**src/core/pwi_pkg.sv**
```systemverilog
/*
 * Constants shared by the pin wake interrupt unit: register addresses,
 * field positions, reset values and sizes.
 * Assumes a byte-wide register port with a 16-bit address.
 */
package pwi_pkg;
    // ****************************************************************
    // Bus sizes
    // ****************************************************************
    localparam int ADDR_W = 16;
    localparam int DATA_W = 8;
    localparam int MAX_PINS = 8;

    // ****************************************************************
    // Register addresses
    // ****************************************************************
    localparam logic [ADDR_W-1:0] ADDR_STATUS_CONTROL = 16'h003c;
    localparam logic [ADDR_W-1:0] ADDR_PIN_ENABLE = 16'h307c;
    localparam logic [ADDR_W-1:0] ADDR_POLARITY = 16'h307d;
    localparam logic [ADDR_W-1:0] ADDR_EVT_STATUS = 16'h3080;
    localparam logic [ADDR_W-1:0] ADDR_EVT_CLEAR = 16'h3081;
    localparam logic [ADDR_W-1:0] ADDR_EVT_ENABLE = 16'h3082;

    // ****************************************************************
    // Status/control fields
    // ****************************************************************
    localparam int SC_MODE_BIT = 0;
    localparam int SC_IE_BIT = 1;
    localparam int SC_ACK_BIT = 2;
    localparam int SC_FLAG_BIT = 3;
    localparam logic [3:0] SC_RESERVED_VALUE = 4'h0;

    // ****************************************************************
    // Event status fields
    // ****************************************************************
    localparam int EVT_W = 3;
    localparam int EVT_FLAG_RISE = 0;
    localparam int EVT_EDGE_SEEN = 1;
    localparam int EVT_ACK_REFUSED = 2;

    // ****************************************************************
    // Reset values
    // ****************************************************************
    localparam logic [DATA_W-1:0] RESET_BYTE = 8'h00;
    localparam logic [EVT_W-1:0] RESET_EVT = 3'h0;
    localparam int SYNC_STAGES = 2;
endpackage

```
**src/core/pwi_pin_sync.sv**
```systemverilog
/*
 * Two-stage synchroniser for the external wake pins.
 * Assumes the pins are asynchronous to i_clock; the first stage feeds
 * only the second.
 */
`timescale 1ns/100ps
module pwi_pin_sync
#(
    parameter int WIDTH = 8
)
(
    input wire logic i_clock,
    input wire logic i_reset_n,
    input wire logic [WIDTH-1:0] i_async,
    output logic [WIDTH-1:0] o_sync
);
    import pwi_pkg::*;

    logic [WIDTH-1:0] meta_reg;
    logic [WIDTH-1:0] meta_next;
    logic [WIDTH-1:0] sync_reg;
    logic [WIDTH-1:0] sync_next;

    always_comb
    begin
        meta_next = i_async;
        sync_next = meta_reg;
    end

    always_ff @(posedge i_clock)
    begin
        if (!i_reset_n)
        begin
            meta_reg <= '0;
            sync_reg <= '0;
        end
        else
        begin
            meta_reg <= meta_next;
            sync_reg <= sync_next;
        end
    end

    assign o_sync = sync_reg;
endmodule

```
**src/core/pwi_unit.sv**
```systemverilog
/*
 * Pin wake interrupt unit: up to eight external pins raise one shared
 * event flag by edge or by edge-and-level detection, with an interrupt
 * request, a wake request and a small event status block.
 * Assumes a single 20 MHz clock, a synchronous active-low reset and a
 * byte-wide register port whose master never waits.
 */
// How it works
// - Status/control bits 7..4 always read zero
// - Bit 3 shows event flag, writes ignored
// - Writing 1 to bit 2 clears flag
// - Bit 1 enables the interrupt request
// - Bit 0 selects edge or edge-and-level detection
// - Pin enable bit makes pin a source
// - Polarity bit: 0 falling/low, 1 rising/high
// - Falling edge: high then low sample
// - Rising edge: low then high sample
// - New edge only after all enabled inputs deasserted
// - Edge-only mode: valid edge sets flag
// - Request raised while flag and enable set
// - Level mode: edge or asserted level sets flag
// - Level mode: acknowledge fails while input asserted
// - Detection continues in wait and stop
`timescale 1ns/100ps
module pwi_unit
#(
    parameter int PIN_COUNT = 8
)
(
    input wire logic i_clock,
    input wire logic i_reset_n,
    input wire logic [pwi_pkg::ADDR_W-1:0] i_addr,
    input wire logic [pwi_pkg::DATA_W-1:0] i_wdata,
    input wire logic i_write,
    input wire logic i_read,
    input wire logic [PIN_COUNT-1:0] i_wake_pins,
    input wire logic i_wait_mode,
    input wire logic i_stop_mode,
    output logic [pwi_pkg::DATA_W-1:0] o_rdata,
    output logic o_irq_request,
    output logic o_wake,
    output logic o_event_irq
);
    import pwi_pkg::*;

    // ****************************************************************
    // Elaboration checks
    // ****************************************************************
    if (PIN_COUNT < 1 || PIN_COUNT > MAX_PINS)
    begin : g_bad_pins
        $error("PIN_COUNT must be 1 to 8");
    end

    // ****************************************************************
    // Helpers
    // ****************************************************************
    // Asserted sense per pin: polarity 1 means high is asserted
    function automatic logic [PIN_COUNT-1:0] asserted_of(
        input logic [PIN_COUNT-1:0] pins,
        input logic [PIN_COUNT-1:0] pol
    );
        asserted_of = ~(pins ^ pol);
    endfunction

    function automatic logic hit(
        input logic strobe,
        input logic [ADDR_W-1:0] addr,
        input logic [ADDR_W-1:0] target
    );
        hit = strobe && (addr == target);
    endfunction

    // ****************************************************************
    // Pin sampling
    // ****************************************************************
    logic [PIN_COUNT-1:0] pins_now;
    logic [PIN_COUNT-1:0] pins_prev_reg;
    logic [PIN_COUNT-1:0] pins_prev_next;

    pwi_pin_sync #(.WIDTH(PIN_COUNT)) u_sync
    (
        .i_clock(i_clock),
        .i_reset_n(i_reset_n),
        .i_async(i_wake_pins),
        .o_sync(pins_now)
    );

    // ****************************************************************
    // Registers
    // ****************************************************************
    logic mode_reg;
    logic mode_next;
    logic ie_reg;
    logic ie_next;
    logic flag_reg;
    logic flag_next;
    logic armed_reg;
    logic armed_next;
    logic [DATA_W-1:0] pe_reg;
    logic [DATA_W-1:0] pe_next;
    logic [DATA_W-1:0] pol_reg;
    logic [DATA_W-1:0] pol_next;
    logic [EVT_W-1:0] evt_status_reg;
    logic [EVT_W-1:0] evt_status_next;
    logic [EVT_W-1:0] evt_enable_reg;
    logic [EVT_W-1:0] evt_enable_next;
    logic [DATA_W-1:0] rdata_reg;
    logic [DATA_W-1:0] rdata_next;
    logic irq_reg;
    logic irq_next;
    logic wake_reg;
    logic wake_next;
    logic event_irq_reg;
    logic event_irq_next;

    // ****************************************************************
    // Detection
    // ****************************************************************
    logic [PIN_COUNT-1:0] pin_en;
    logic [PIN_COUNT-1:0] pin_pol;
    logic [PIN_COUNT-1:0] asserted_now;
    logic [PIN_COUNT-1:0] asserted_prev;
    logic [PIN_COUNT-1:0] edge_vec;
    logic edge_any;
    logic level_any;
    logic all_deasserted;
    logic sc_write;
    logic ack_write;
    logic ack_refused;

    always_comb
    begin
        pin_en = pe_reg[PIN_COUNT-1:0];
        pin_pol = pol_reg[PIN_COUNT-1:0];
        asserted_now = asserted_of(pins_now, pin_pol) & pin_en;
        asserted_prev = asserted_of(pins_prev_reg, pin_pol) & pin_en;
        // Deasserted in one cycle, asserted in the next
        edge_vec = asserted_now & ~asserted_prev;
        // Disarmed after an edge until every enabled pin lets go
        edge_any = armed_reg && (|edge_vec);
        level_any = |asserted_now;
        all_deasserted = !level_any;
        pins_prev_next = pins_now;
        armed_next = armed_reg ? !edge_any : all_deasserted;
    end

    // ****************************************************************
    // Event flag and control
    // ****************************************************************
    always_comb
    begin
        sc_write = hit(i_write, i_addr, ADDR_STATUS_CONTROL);
        ack_write = sc_write && i_wdata[SC_ACK_BIT];
        // Level mode refuses the acknowledge while a pin is held
        ack_refused = ack_write && mode_reg && level_any;
        mode_next = sc_write ? i_wdata[SC_MODE_BIT] : mode_reg;
        ie_next = sc_write ? i_wdata[SC_IE_BIT] : ie_reg;
        flag_next = flag_reg;
        if (ack_write && !ack_refused)
        begin
            flag_next = 1'b0;
        end
        // Set wins over a same-cycle acknowledge
        if (edge_any)
        begin
            flag_next = 1'b1;
        end
        if (mode_reg && level_any)
        begin
            flag_next = 1'b1;
        end
        pe_next = hit(i_write, i_addr, ADDR_PIN_ENABLE) ? i_wdata : pe_reg;
        pol_next = hit(i_write, i_addr, ADDR_POLARITY) ? i_wdata : pol_reg;
    end

    // ****************************************************************
    // Event status block
    // ****************************************************************
    logic [EVT_W-1:0] evt_set;

    always_comb
    begin
        evt_set = '0;
        evt_set[EVT_FLAG_RISE] = flag_next && !flag_reg;
        evt_set[EVT_EDGE_SEEN] = edge_any;
        evt_set[EVT_ACK_REFUSED] = ack_refused;
        evt_status_next = evt_status_reg;
        if (hit(i_write, i_addr, ADDR_EVT_CLEAR))
        begin
            evt_status_next = evt_status_reg & ~i_wdata[EVT_W-1:0];
        end
        evt_status_next = evt_status_next | evt_set;
        evt_enable_next = evt_enable_reg;
        if (hit(i_write, i_addr, ADDR_EVT_ENABLE))
        begin
            evt_enable_next = i_wdata[EVT_W-1:0];
        end
    end

    // ****************************************************************
    // Outputs and read port
    // ****************************************************************
    always_comb
    begin
        irq_next = flag_next && ie_next;
        // Detection never stops, so a held request wakes the core
        wake_next = irq_next && (i_wait_mode || i_stop_mode);
        event_irq_next = |(evt_status_next & evt_enable_next);
        rdata_next = '0;
        if (i_read)
        begin
            unique case (i_addr)
                ADDR_STATUS_CONTROL:
                begin
                    // Acknowledge bit is write-only
                    rdata_next = {SC_RESERVED_VALUE, flag_reg, 1'b0, ie_reg, mode_reg};
                end
                ADDR_PIN_ENABLE:
                begin
                    rdata_next = pe_reg;
                end
                ADDR_POLARITY:
                begin
                    rdata_next = pol_reg;
                end
                ADDR_EVT_STATUS:
                begin
                    rdata_next = {{(DATA_W-EVT_W){1'b0}}, evt_status_reg};
                end
                ADDR_EVT_ENABLE:
                begin
                    rdata_next = {{(DATA_W-EVT_W){1'b0}}, evt_enable_reg};
                end
                default:
                begin
                    rdata_next = '0;
                end
            endcase
        end
    end

    // ****************************************************************
    // State registers
    // ****************************************************************
    always_ff @(posedge i_clock)
    begin
        if (!i_reset_n)
        begin
            mode_reg <= 1'b0;
            ie_reg <= 1'b0;
            flag_reg <= 1'b0;
            armed_reg <= 1'b0;
            pe_reg <= RESET_BYTE;
            pol_reg <= RESET_BYTE;
            pins_prev_reg <= '0;
            evt_status_reg <= RESET_EVT;
            evt_enable_reg <= RESET_EVT;
            rdata_reg <= RESET_BYTE;
            irq_reg <= 1'b0;
            wake_reg <= 1'b0;
            event_irq_reg <= 1'b0;
        end
        else
        begin
            mode_reg <= mode_next;
            ie_reg <= ie_next;
            flag_reg <= flag_next;
            armed_reg <= armed_next;
            pe_reg <= pe_next;
            pol_reg <= pol_next;
            pins_prev_reg <= pins_prev_next;
            evt_status_reg <= evt_status_next;
            evt_enable_reg <= evt_enable_next;
            rdata_reg <= rdata_next;
            irq_reg <= irq_next;
            wake_reg <= wake_next;
            event_irq_reg <= event_irq_next;
        end
    end

    assign o_rdata = rdata_reg;
    assign o_irq_request = irq_reg;
    assign o_wake = wake_reg;
    assign o_event_irq = event_irq_reg;

    logic sc_read;
    assign sc_read = hit(i_read, i_addr, ADDR_STATUS_CONTROL);
endmodule

```
**config.mk**
```make
export PLATFORM = sky130hd
export DESIGN_NAME = pwi_unit
export DESIGN_NICKNAME = d
export VERILOG_FILES = /design/src/core/pwi_pkg.sv /design/src/core/pwi_pin_sync.sv /design/src/core/pwi_unit.sv
export SDC_FILE = /design/constraint.sdc
export NUM_CORES = 1
export LEC_CHECK = 0
export BUFFER_PORTS_ARGS = -buffer_cell sky130_fd_sc_hd__buf_2
export CAP_MARGIN = 10
export CORE_AREA = 2 2 84 86
export DETAILED_ROUTE_END_ITERATION = 6
export DIE_AREA = 0 0 86 88
export HOLD_SLACK_MARGIN = 0.12
export SLEW_MARGIN = 20
export SYNTH_ARGS = -nofsm -noshare
export SYNTH_HDL_FRONTEND = slang
export SYNTH_SLANG_ARGS = --single-unit
```
**constraint.sdc**
```tcl
create_clock -name i_clock -period 3.15 [get_ports i_clock]
set_input_delay 0.315 -clock i_clock [delete_from_list [all_inputs] [get_ports i_clock]]
set_output_delay 0.315 -clock i_clock [all_outputs]
set_load 0.1 [all_outputs]
```
==> results.json, run 1 <==
{
  "routed_wirelength_um": 5510,
  "fin_skew_ns": 0.00851,
  "setup_viol": 0,
  "postCtsHoldBufs": 0,
  "grt_usage_pct": 15.7,
  "end_kind": "flip-flop",
  "synth_area_um2": 2580,
  "grt_pass1_vias": 1817,
  "antenna_found_initial": 0,
  "die-area_um2": 7570,
  "powerDensity_nw_per_um2": 503,
  "postLayoutCellArea_um2": 3080,
  "finalCriticalPeriod_ns": 2.09,
  "cap_violations": 0,
  "synth_commonest_cells": "61 x dfxtp_1, 26 x and2_1, 19 x nand2_1",
  "leakagePower_nw": 1.18,
  "vias_per_cell": 5.09,
  "drt_iter0_drc": 98,
  "num_vias": 1999,
  "syn_to_final_growth_pct": 19.4,
  "hold_path_class": "in -> reg",
  "synth_largest_area_cell": "dfxtp_1",
  "startpoint_type": "flip-flop",
  "drtAntennaViolNets": 0,
  "grt-ovfl-total": 0,
  "synth_top_cells_by_area": "dfxtp_1 47%, and2_1 6.3%, mux2i_1 5.4%, mux2_2 3.9%, nor2b_1 3.2%",
  "timing.fmax_mhz": 479,
  "drive_above_1_share_pct": 26.5,
  "synth_top_area_share_pct": 47.3,
  "cp_data_required_time_ns": 3.37,
  "power.total_w": 0.00155,
  "die_y_um": 88,
  "grt_start_max_net_pins": 54,
  "numCtsBuffers": 9,
  "root_buffer": "clkbuf_8",
  "place_area_um2": 2880,
  "avgSynthCellArea_um2": 9.97,
  "slew_viol_final": 0,
  "yosysMostFrequentCell": "dfxtp_1",
  "slew-limit-headroom_pct": 50.9,
  "synth.yosys.seq_area_share_pct": 47.3,
  "rsz0062_at_grt": "false",
  "start_util_pct": 38.9,
  "cts_buffer_depth": 2,
  "synth.distinct_cells": 46,
  "syn_nets": 297,
  "async_reset_ff_share_pct": 0,
  "post_cts_buffers": 0,
  "cts_resized": 0,
  "routedWlPerCell_um": 14.0,
  "syn_inst": 259,
  "clkTransAtPathRegs_ns": 0.07,
  "outcome": "completed",
  "tightest_slew_ns": 0.737,
  "tns_ns": 0,
  "port_buffers": 48,
  "arrival_ns": 2.31,
  "yosys_warnings": 0,
  "grt_pass1_wl_um": 8880,
  "min_period_over_period_pct": 66.3,
  "core_um2": 6640,
  "whs_ns": 0.180,
  "drtPass1Iterations": 6,
  "diodes": 0,
  "drc_errors": 0,
  "die_x_um": 86,
  "ys_ff_latch": 61,
  "rows": 30,
  "htreeDepth": 3,
  "cts_tree": "yes",
  "hold_viol": 0,
  "io_pins": 49,
  "place.gp.congestion": 0.810,
  "synth-edff-count": 0,
  "clkSinkCount": 61,
  "post-dp-hpwl_um": 3940,
  "ys.flop_type": "dfxtp_1",
  "fill_cells": 633,
  "critPathKind": "reg -> reg",
  "peakVddDrop_mv": 0.215,
  "crit_fanout": 5,
  "worstSkewPairLatency_ns": 0.34,
  "finish.net_count": 347
}
-- report_power, final --
part / internal (W) / switching, W
clock network: 0.000401 / 0.000285
registers: 0.000785 / 0.00000645
logic: 0.0000378 / 0.0000360
-- final timing paths --
| path | start | cells after the start | end | slack (ns) |
|---|---|---|---|---|
| hold reg to reg | u_sync.meta_reg[3] | 1 | u_sync.o_sync[3] | 0.43 |
| setup / recovery | pin_pol[4] | 7 | o_event_irq | 1.06 |
| setup reg to reg | pin_pol[4] | 7 | o_event_irq | 1.06 |
| hold / removal | i_wake_pins[1] | 2 | u_sync.meta_reg[1] | 0.18 |
-- per-stage QoR --
stage | util, % | worst slack [ns] | cells
final | 46.4 | 1.06 | 393
after global routing | 46.4 | 0.866 | 393
after CTS | 46.4 | 1.03 | 393
after detailed placement | 43.4 | 0.748 | 378
after global placement | 43.4 | 0.814 | 378
after floorplan | - | 0.978 | 259
-- cell families (layout without fill, tap and decap cells) --
| kind of cell | count (synthesis) | after routing | synth area share [%] |
|---|---|---|---|
| and+or+nand+nor | 117 | 117 | 28.1 |
| xor gates and xnor gates | 8 | 8 | 2.71 |
| buffers and inverters | 18 | 72 | 3.05 |
| AOI/OAI and AO/OA | 32 | 32 | 9.45 |
| DFF | 61 | 61 | 47.3 |
| muxes | 23 | 23 | 9.36 |
-- per-layer routing --
layer  GRT usage (%)  vias up  part of all wire [%]
met5               0        -                     0
met4            8.66        0                   1.9
met3            4.15        9                   5.8
met2            24.2       57                    46
met1            20.0      921                    47
li1                -     1012                     -
-- layout by cell type (no fill, tap or decap), types with 3 or more instances in the layout --
master / count
and2_1: 26
or4b_1: 3
mux2i_1: 14
nor2_1: 11
clkbuf_8: 11
buf_2: 48
xnor2_1: 8
dfxtp_1: 61
nor4_1: 3
nor2b_1: 13
nand3_1: 12
nand4b_1: 4
mux2_2: 9
nand4_1: 4
a21boi_1: 10
a22oi_1: 5
nand2_1: 19
or4bb_1: 4
inv_1: 6
-- critical path, stage by stage (launching register included) --
cell and delay [ns]:
dfxtp_1 0.46, nor4bb_1 0.10, a41oi_1 0.20, nand4_1 0.14
o31ai_1 0.45, o21ai_1 0.21, a22oi_1 0.29, o211ai_2 0.11
-- area by class of cell --
cell class	count	area [µm²]	area share [%]
sequential	61	1220	39.6
inverter	7	26.3	0.852
clock inverter	4	47.5	1.54
tap	80	100	3.25
multi-input combinational	180	1280	41.6
clock buffer	11	151	4.91
timing repair buffer	50	255	8.28
Power figures use the tool's default switching activity.
==> run 2, diff against run 1 <==
Clock period 3.15 ns to 1.8 ns, I/O delays scaled along.
==> run 2 against run 1 <==
  * Global-route usage up 1.2 points
  * Design area increased by 15%
  * Wire length up 11%
  * Clock skew is 0.0036 ns higher
  * Worst hold slack worse by 0.040 ns
  * Critical endpoint unchanged
  * Highest routed layer unchanged
  * Utilization is 6.8 points higher
==> results.json, run 2 (synthesized netlist as in run 1, its figures left out) <==
{
  "core_um2": 6640,
  "hold_viol": 0,
  "antenna_found_initial": 0,
  "grt_usage_pct": 16.9,
  "pre_cts_slack_ns": -0.295,
  "htreeDepth": 3,
  "io_pins": 49,
  "post-dp-hpwl_um": 4280,
  "reg2reg_from": "pin_pol[4]",
  "min_period_over_period_pct": 97.2,
  "powerDensity_nw_per_um2": 837,
  "rows": 30,
  "worstSkewPairLatency_ns": 0.34,
  "port_buffers": 48,
  "post_cts_buffers": 0,
  "root_buffer": "clkbuf_8",
  "drtPass1Iterations": 6,
  "routed_wirelength_um": 6140,
  "outcome": "completed",
  "worstRegToRegCells": 7,
  "fill_cells": 616,
  "grt_pass1_wl_um": 9690,
  "dp_cells": 403,
  "peakVddDrop_mv": 0.549,
  "drive_above_1_share_pct": 35.6,
  "whs_ns": 0.140,
  "end_kind": "flip-flop",
  "arrival_ns": 1.98,
  "leakagePower_nw": 1.40,
  "path_depth": 7,
  "num_vias": 2182,
  "diodes": 0,
  "timing.fmax_mhz": 572,
  "clkTransAtPathRegs_ns": 0.07,
  "finish.net_count": 387,
  "hold_path_class": "in -> reg",
  "cts_tree": "yes",
  "grt-ovfl-total": 0,
  "grt_pass1_vias": 2040,
  "place.gp.congestion": 0.848,
  "cts_buffer_depth": 2,
  "path_delay_family": "simple AND/OR/NAND/NOR gates",
  "routedWlPerCell_um": 14.1,
  "drc_errors": 0,
  "final_cell_mix": "55 x dfxtp_1, 48 x buf_2, 27 x buf_4",
  "start_util_pct": 38.9,
  "crit_fanout": 3,
  "fin_ws_ns": 0.0509,
  "critPathMaxStageDelay_ns": 0.54,
  "register_area_um2": 1230,
  "cp_data_required_time_ns": 2.03,
  "drtAntennaViolNets": 0,
  "syn_to_final_growth_pct": 36.8,
  "crit_buf_inv": 1,
  "die-area_um2": 7570,
  "drt_iter0_drc": 124,
  "tightest_slew_ns": 0.496,
  "rr_endpoint": "o_event_irq",
  "numCtsBuffers": 9,
  "die_x_um": 86,
  "final_common_cell": "dfxtp_1",
  "die_y_um": 88,
  "critPathCapture": "o_event_irq",
  "critPathKind": "in -> reg",
  "hold_depth": 3,
  "crit_start": "i_addr[6]",
  "instances_no_fill": 434,
  "tns_ns": 0,
  "grt_start_max_net_pins": 31,
  "rsz0062_at_grt": "true",
  "slowest_stage": "or4_4",
  "setup_viol": 0,
  "slew_viol_final": 0,
  "ff2ff_setup_slack_ns": 0.10,
  "slew-limit-headroom_pct": 67.1,
  "fin_skew_ns": 0.0122,
  "vias_per_cell": 5.03,
  "worstPathCellList": "buf_2, or4b_1, or4_4, nor2_4, mux2_4, nand2_2, o211ai_2",
  "multi_input_comb_area_um2": 1350,
  "finalCriticalPeriod_ns": 1.75,
  "clkSinkCount": 61,
  "cap_violations": 0,
  "startpoint_type": "input port"
}
run 2: changes by cell type in the layout (fill, tap and decap cells not counted), moves of 2 or more:
| cell | change |
|---|---|
| and3_4 | +2 |
| dlygate4sd3_1 | +15 |
| dfxtp_1 | -6 |
| and3_1 | -2 |
| buf_4 | +25 |
| dfxtp_2 | +6 |
| nand2_1 | -2 |
| o21ai_0 | -2 |
| nand2_2 | +2 |
run 2: power by group:
part | internal [W] | switching [W] | leakage, nW
combinational | 0.000102 | 0.0000735 | 0.786
clock | 0.000857 | 0.000540 | 0.116
sequential | 0.00137 | 0.0000106 | 0.499
run 2: final cells by class:
cell class              count  area share (%)
multi-input cells         180            38.3
flip-flops and latches     61            34.8
repair buffers             90            16.8
clock buffers              11            4.29
well taps                  80            2.83
clock inverters             5            2.30
inverters                   7           0.744
run 2: worst min path at each step:
stage,from,to
after floorplan,i_wake_pins[0],u_sync.meta_reg[0]
after global placement,i_wake_pins[6],u_sync.meta_reg[6]
after detailed placement,i_wake_pins[2],u_sync.meta_reg[2]
after CTS,i_read,o_rdata[2]
after global routing,i_read,o_rdata[2]
final,i_read,o_rdata[2]
run 2: tightest hold or removal path, cell delays in order:
cell and delay (ns):
buf_2 0.13, nand2_1 0.07, nor2_1 0.05
run 2: routing by layer:
layer  track usage [%]  part of all wire [%]
met3              3.39                   4.6
met4              9.52                   2.1
met2              25.7                    44
met5                 0                     0
met1              22.5                    49
run 2: metrics by stage:
step           power, W  util [%]  cell area, µm²
2_1_floorplan   0.00148         -            2610
3_3_place_gp    0.00156      46.5            3090
3_5_place_dp    0.00156      46.5            3090
4_1_cts         0.00299      52.4            3480
5_1_grt         0.00307      53.2            3530
6_report        0.00296      53.2            3530
run 2: repair_timing:
action,in CTS,in global routing
endpoints found under the setup margin,2,6
endpoints found under the hold margin,17,0
resized for setup,2,16
hold buffers,15,0
pin swaps,2,6
==> run 3, diff against run 2 <==
Settings changed: CORE_AREA 2 2 84 86 to 2 2 64 112, DIE_AREA 0 0 86 88 to 0 0 66 114.
==> run 3 against run 2 <==
  * The flow now finishes with violations (setup timing)
  * Non-clock buffer count up 19
  * Die area decreased by 0.58%
  * Design area rose by 9.2%
  * Clock skew down 0.0022 ns
  * Sequential cell count did not move
  * Global-route usage rose by 2.5 points
  * Critical endpoint unchanged
  * Largest power group unchanged
  * Highest routed layer unchanged
==> results.json, run 3 (synthesized netlist as in run 1, its figures left out) <==
{
  "ff2ff_setup_slack_ns": 0.04,
  "grt_start_max_net_pins": 32,
  "final_common_cell": "dfxtp_1",
  "whs_ns": 0.132,
  "numCtsBuffers": 9,
  "routed_wirelength_um": 6780,
  "core_um2": 6710,
  "cts_buffer_depth": 2,
  "end_kind": "flip-flop",
  "fin_skew_ns": 0.00997,
  "slew_viol_final": 0,
  "timing.fmax_mhz": 555,
  "slew-limit-headroom_pct": 67.5,
  "fin_ws_ns": -0.000262,
  "dp_cells": 418,
  "routedWlPerCell_um": 14.8,
  "reg2reg_from": "pins_prev_reg[4]",
  "die_y_um": 114,
  "io_pins": 49,
  "drc_errors": 0,
  "peakVddDrop_mv": 0.594,
  "cap_violations": 0,
  "rr_endpoint": "flag_reg",
  "leakagePower_nw": 1.57,
  "root_buffer": "clkbuf_16",
  "finalCriticalPeriod_ns": 1.80,
  "drt_iter0_drc": 115,
  "post-dp-hpwl_um": 4810,
  "drive_above_1_share_pct": 41.6,
  "critPathKind": "in -> reg",
  "clkTransAtPathRegs_ns": 0.05,
  "violations": "setup timing",
  "num_vias": 2321,
  "hold_end": "pe_reg[3]",
  "vias_per_cell": 5.08,
  "grt_usage_pct": 19.4,
  "finish.net_count": 406,
  "worstSkewPairLatency_ns": 0.33,
  "utilization_pct": 57.5,
  "syn_to_final_growth_pct": 49.5,
  "tightest_slew_ns": 0.491,
  "start_util_pct": 38.5,
  "outcome": "complete, but fails checks",
  "port_buffers": 48,
  "rsz0062_at_grt": "true",
  "grt-ovfl-total": 0,
  "place.gp.congestion": 0.841,
  "hold_depth": 3,
  "holdCritStartpoint": "i_wdata[3]",
  "die-area_um2": 7520,
  "die_x_um": 66,
  "htreeDepth": 3,
  "cts_tree": "yes",
  "powerDensity_nw_per_um2": 894,
  "grt_pass1_vias": 2290,
  "instances_no_fill": 457,
  "diodes": 0,
  "cp_data_required_time_ns": 2.01,
  "min_period_over_period_pct": 100,
  "setup_viol": 1,
  "hold_viol": 0,
  "crit_fanout": 3,
  "arrival_ns": 2.01,
  "hold_path_class": "in -> reg",
  "antenna_found_initial": 0,
  "worstRegToRegCells": 9,
  "drtAntennaViolNets": 0,
  "grt_pass1_wl_um": 10700,
  "drtPass1Iterations": 4,
  "rows": 40,
  "clkSinkCount": 61,
  "final_cell_mix": "52 x dfxtp_1, 47 x buf_4, 45 x buf_2",
  "startpoint_type": "input port"
}
run 3: changes by cell type in the layout (fill, tap and decap cells not counted), moves of 2 or more:
cell	before	now
buf_4	27	47
clkbuf_16	0	9
clkbuf_8	11	2
buf_2	48	45
buf_6	0	3
dfxtp_1	55	52
dfxtp_2	6	9
nor4_4	0	2
run 3: worst max-delay path by stage:
stage          slack [ns]  cells past startpoint     endpoint       from
2_1_floorplan       -0.12                      8   pin_pol[0]  i_addr[1]
3_3_place_gp        -0.28                      8  o_event_irq  i_addr[5]
3_5_place_dp        -0.35                      8  o_event_irq  i_addr[5]
4_1_cts             0.006                      9       o_wake  pe_reg[4]
5_1_grt             -0.06                      8  o_event_irq  i_addr[5]
6_report          -0.0003                      8  o_event_irq  i_addr[5]
run 3: layout make-up:
cell class	instances	area, µm²
clock inverters	4	70.1
multi-input cells	180	1420
repair buffers	109	752
clock buffers	12	256
inverters	7	26.3
flip-flops and latches	61	1230
fillers	612	2850
well taps	84	105
run 3: where the power goes:
part / internal, W / switching [W] / total (W)
Sequential: 0.00138 / 0.0000120 / 0.00139
Clock: 0.00128 / 0.000592 / 0.00187
Combinational: 0.000111 / 0.0000782 / 0.000189
Total: 0.00277 / 0.000683 / 0.00345
run 3: worst max-delay path, cell delays in order:
cell and delay (ns):
buf_6 0.09, or4bb_1 0.49, or4_4 0.57, nor2_4 0.18, mux2i_1 0.25, nor2b_2 0.07, o21ai_1 0.09, o211ai_2 0.09
run 3: timing repair:
item / 4_1_cts / 5_1_grt
gates resized for setup: 14 / 19
endpoints found under the hold margin: 13 / 0
buffers inserted: 7 / 2
hold buffers: 14 / 0
pin swaps: 7 / 13
endpoints found under the setup margin: 5 / 10
run 3: through the flow:
step	setup slack [ns]	area [µm²]	setup TNS, ns	total power [W]
6_report	-0.000262	3860	-0.000262	0.00345
5_1_grt	-0.0632	3860	-0.185	0.00356
2_1_floorplan	-0.125	2610	-1.26	0.00148
4_1_cts	0.00598	3740	0	0.00348
3_5_place_dp	-0.352	3180	-6.43	0.00157
3_3_place_gp	-0.276	3180	-4.88	0.00157
run 3: metal layers:
metal / GRT usage [%] / wire length (µm) / vias up
met3: 4.73 / 218 / 14
met4: 11.2 / 205 / 0
met5: 0 / 0 / -
li1: - / - / 1137
met1: 19.6 / 2550 / 1129
met2: 35.2 / 3810 / 41
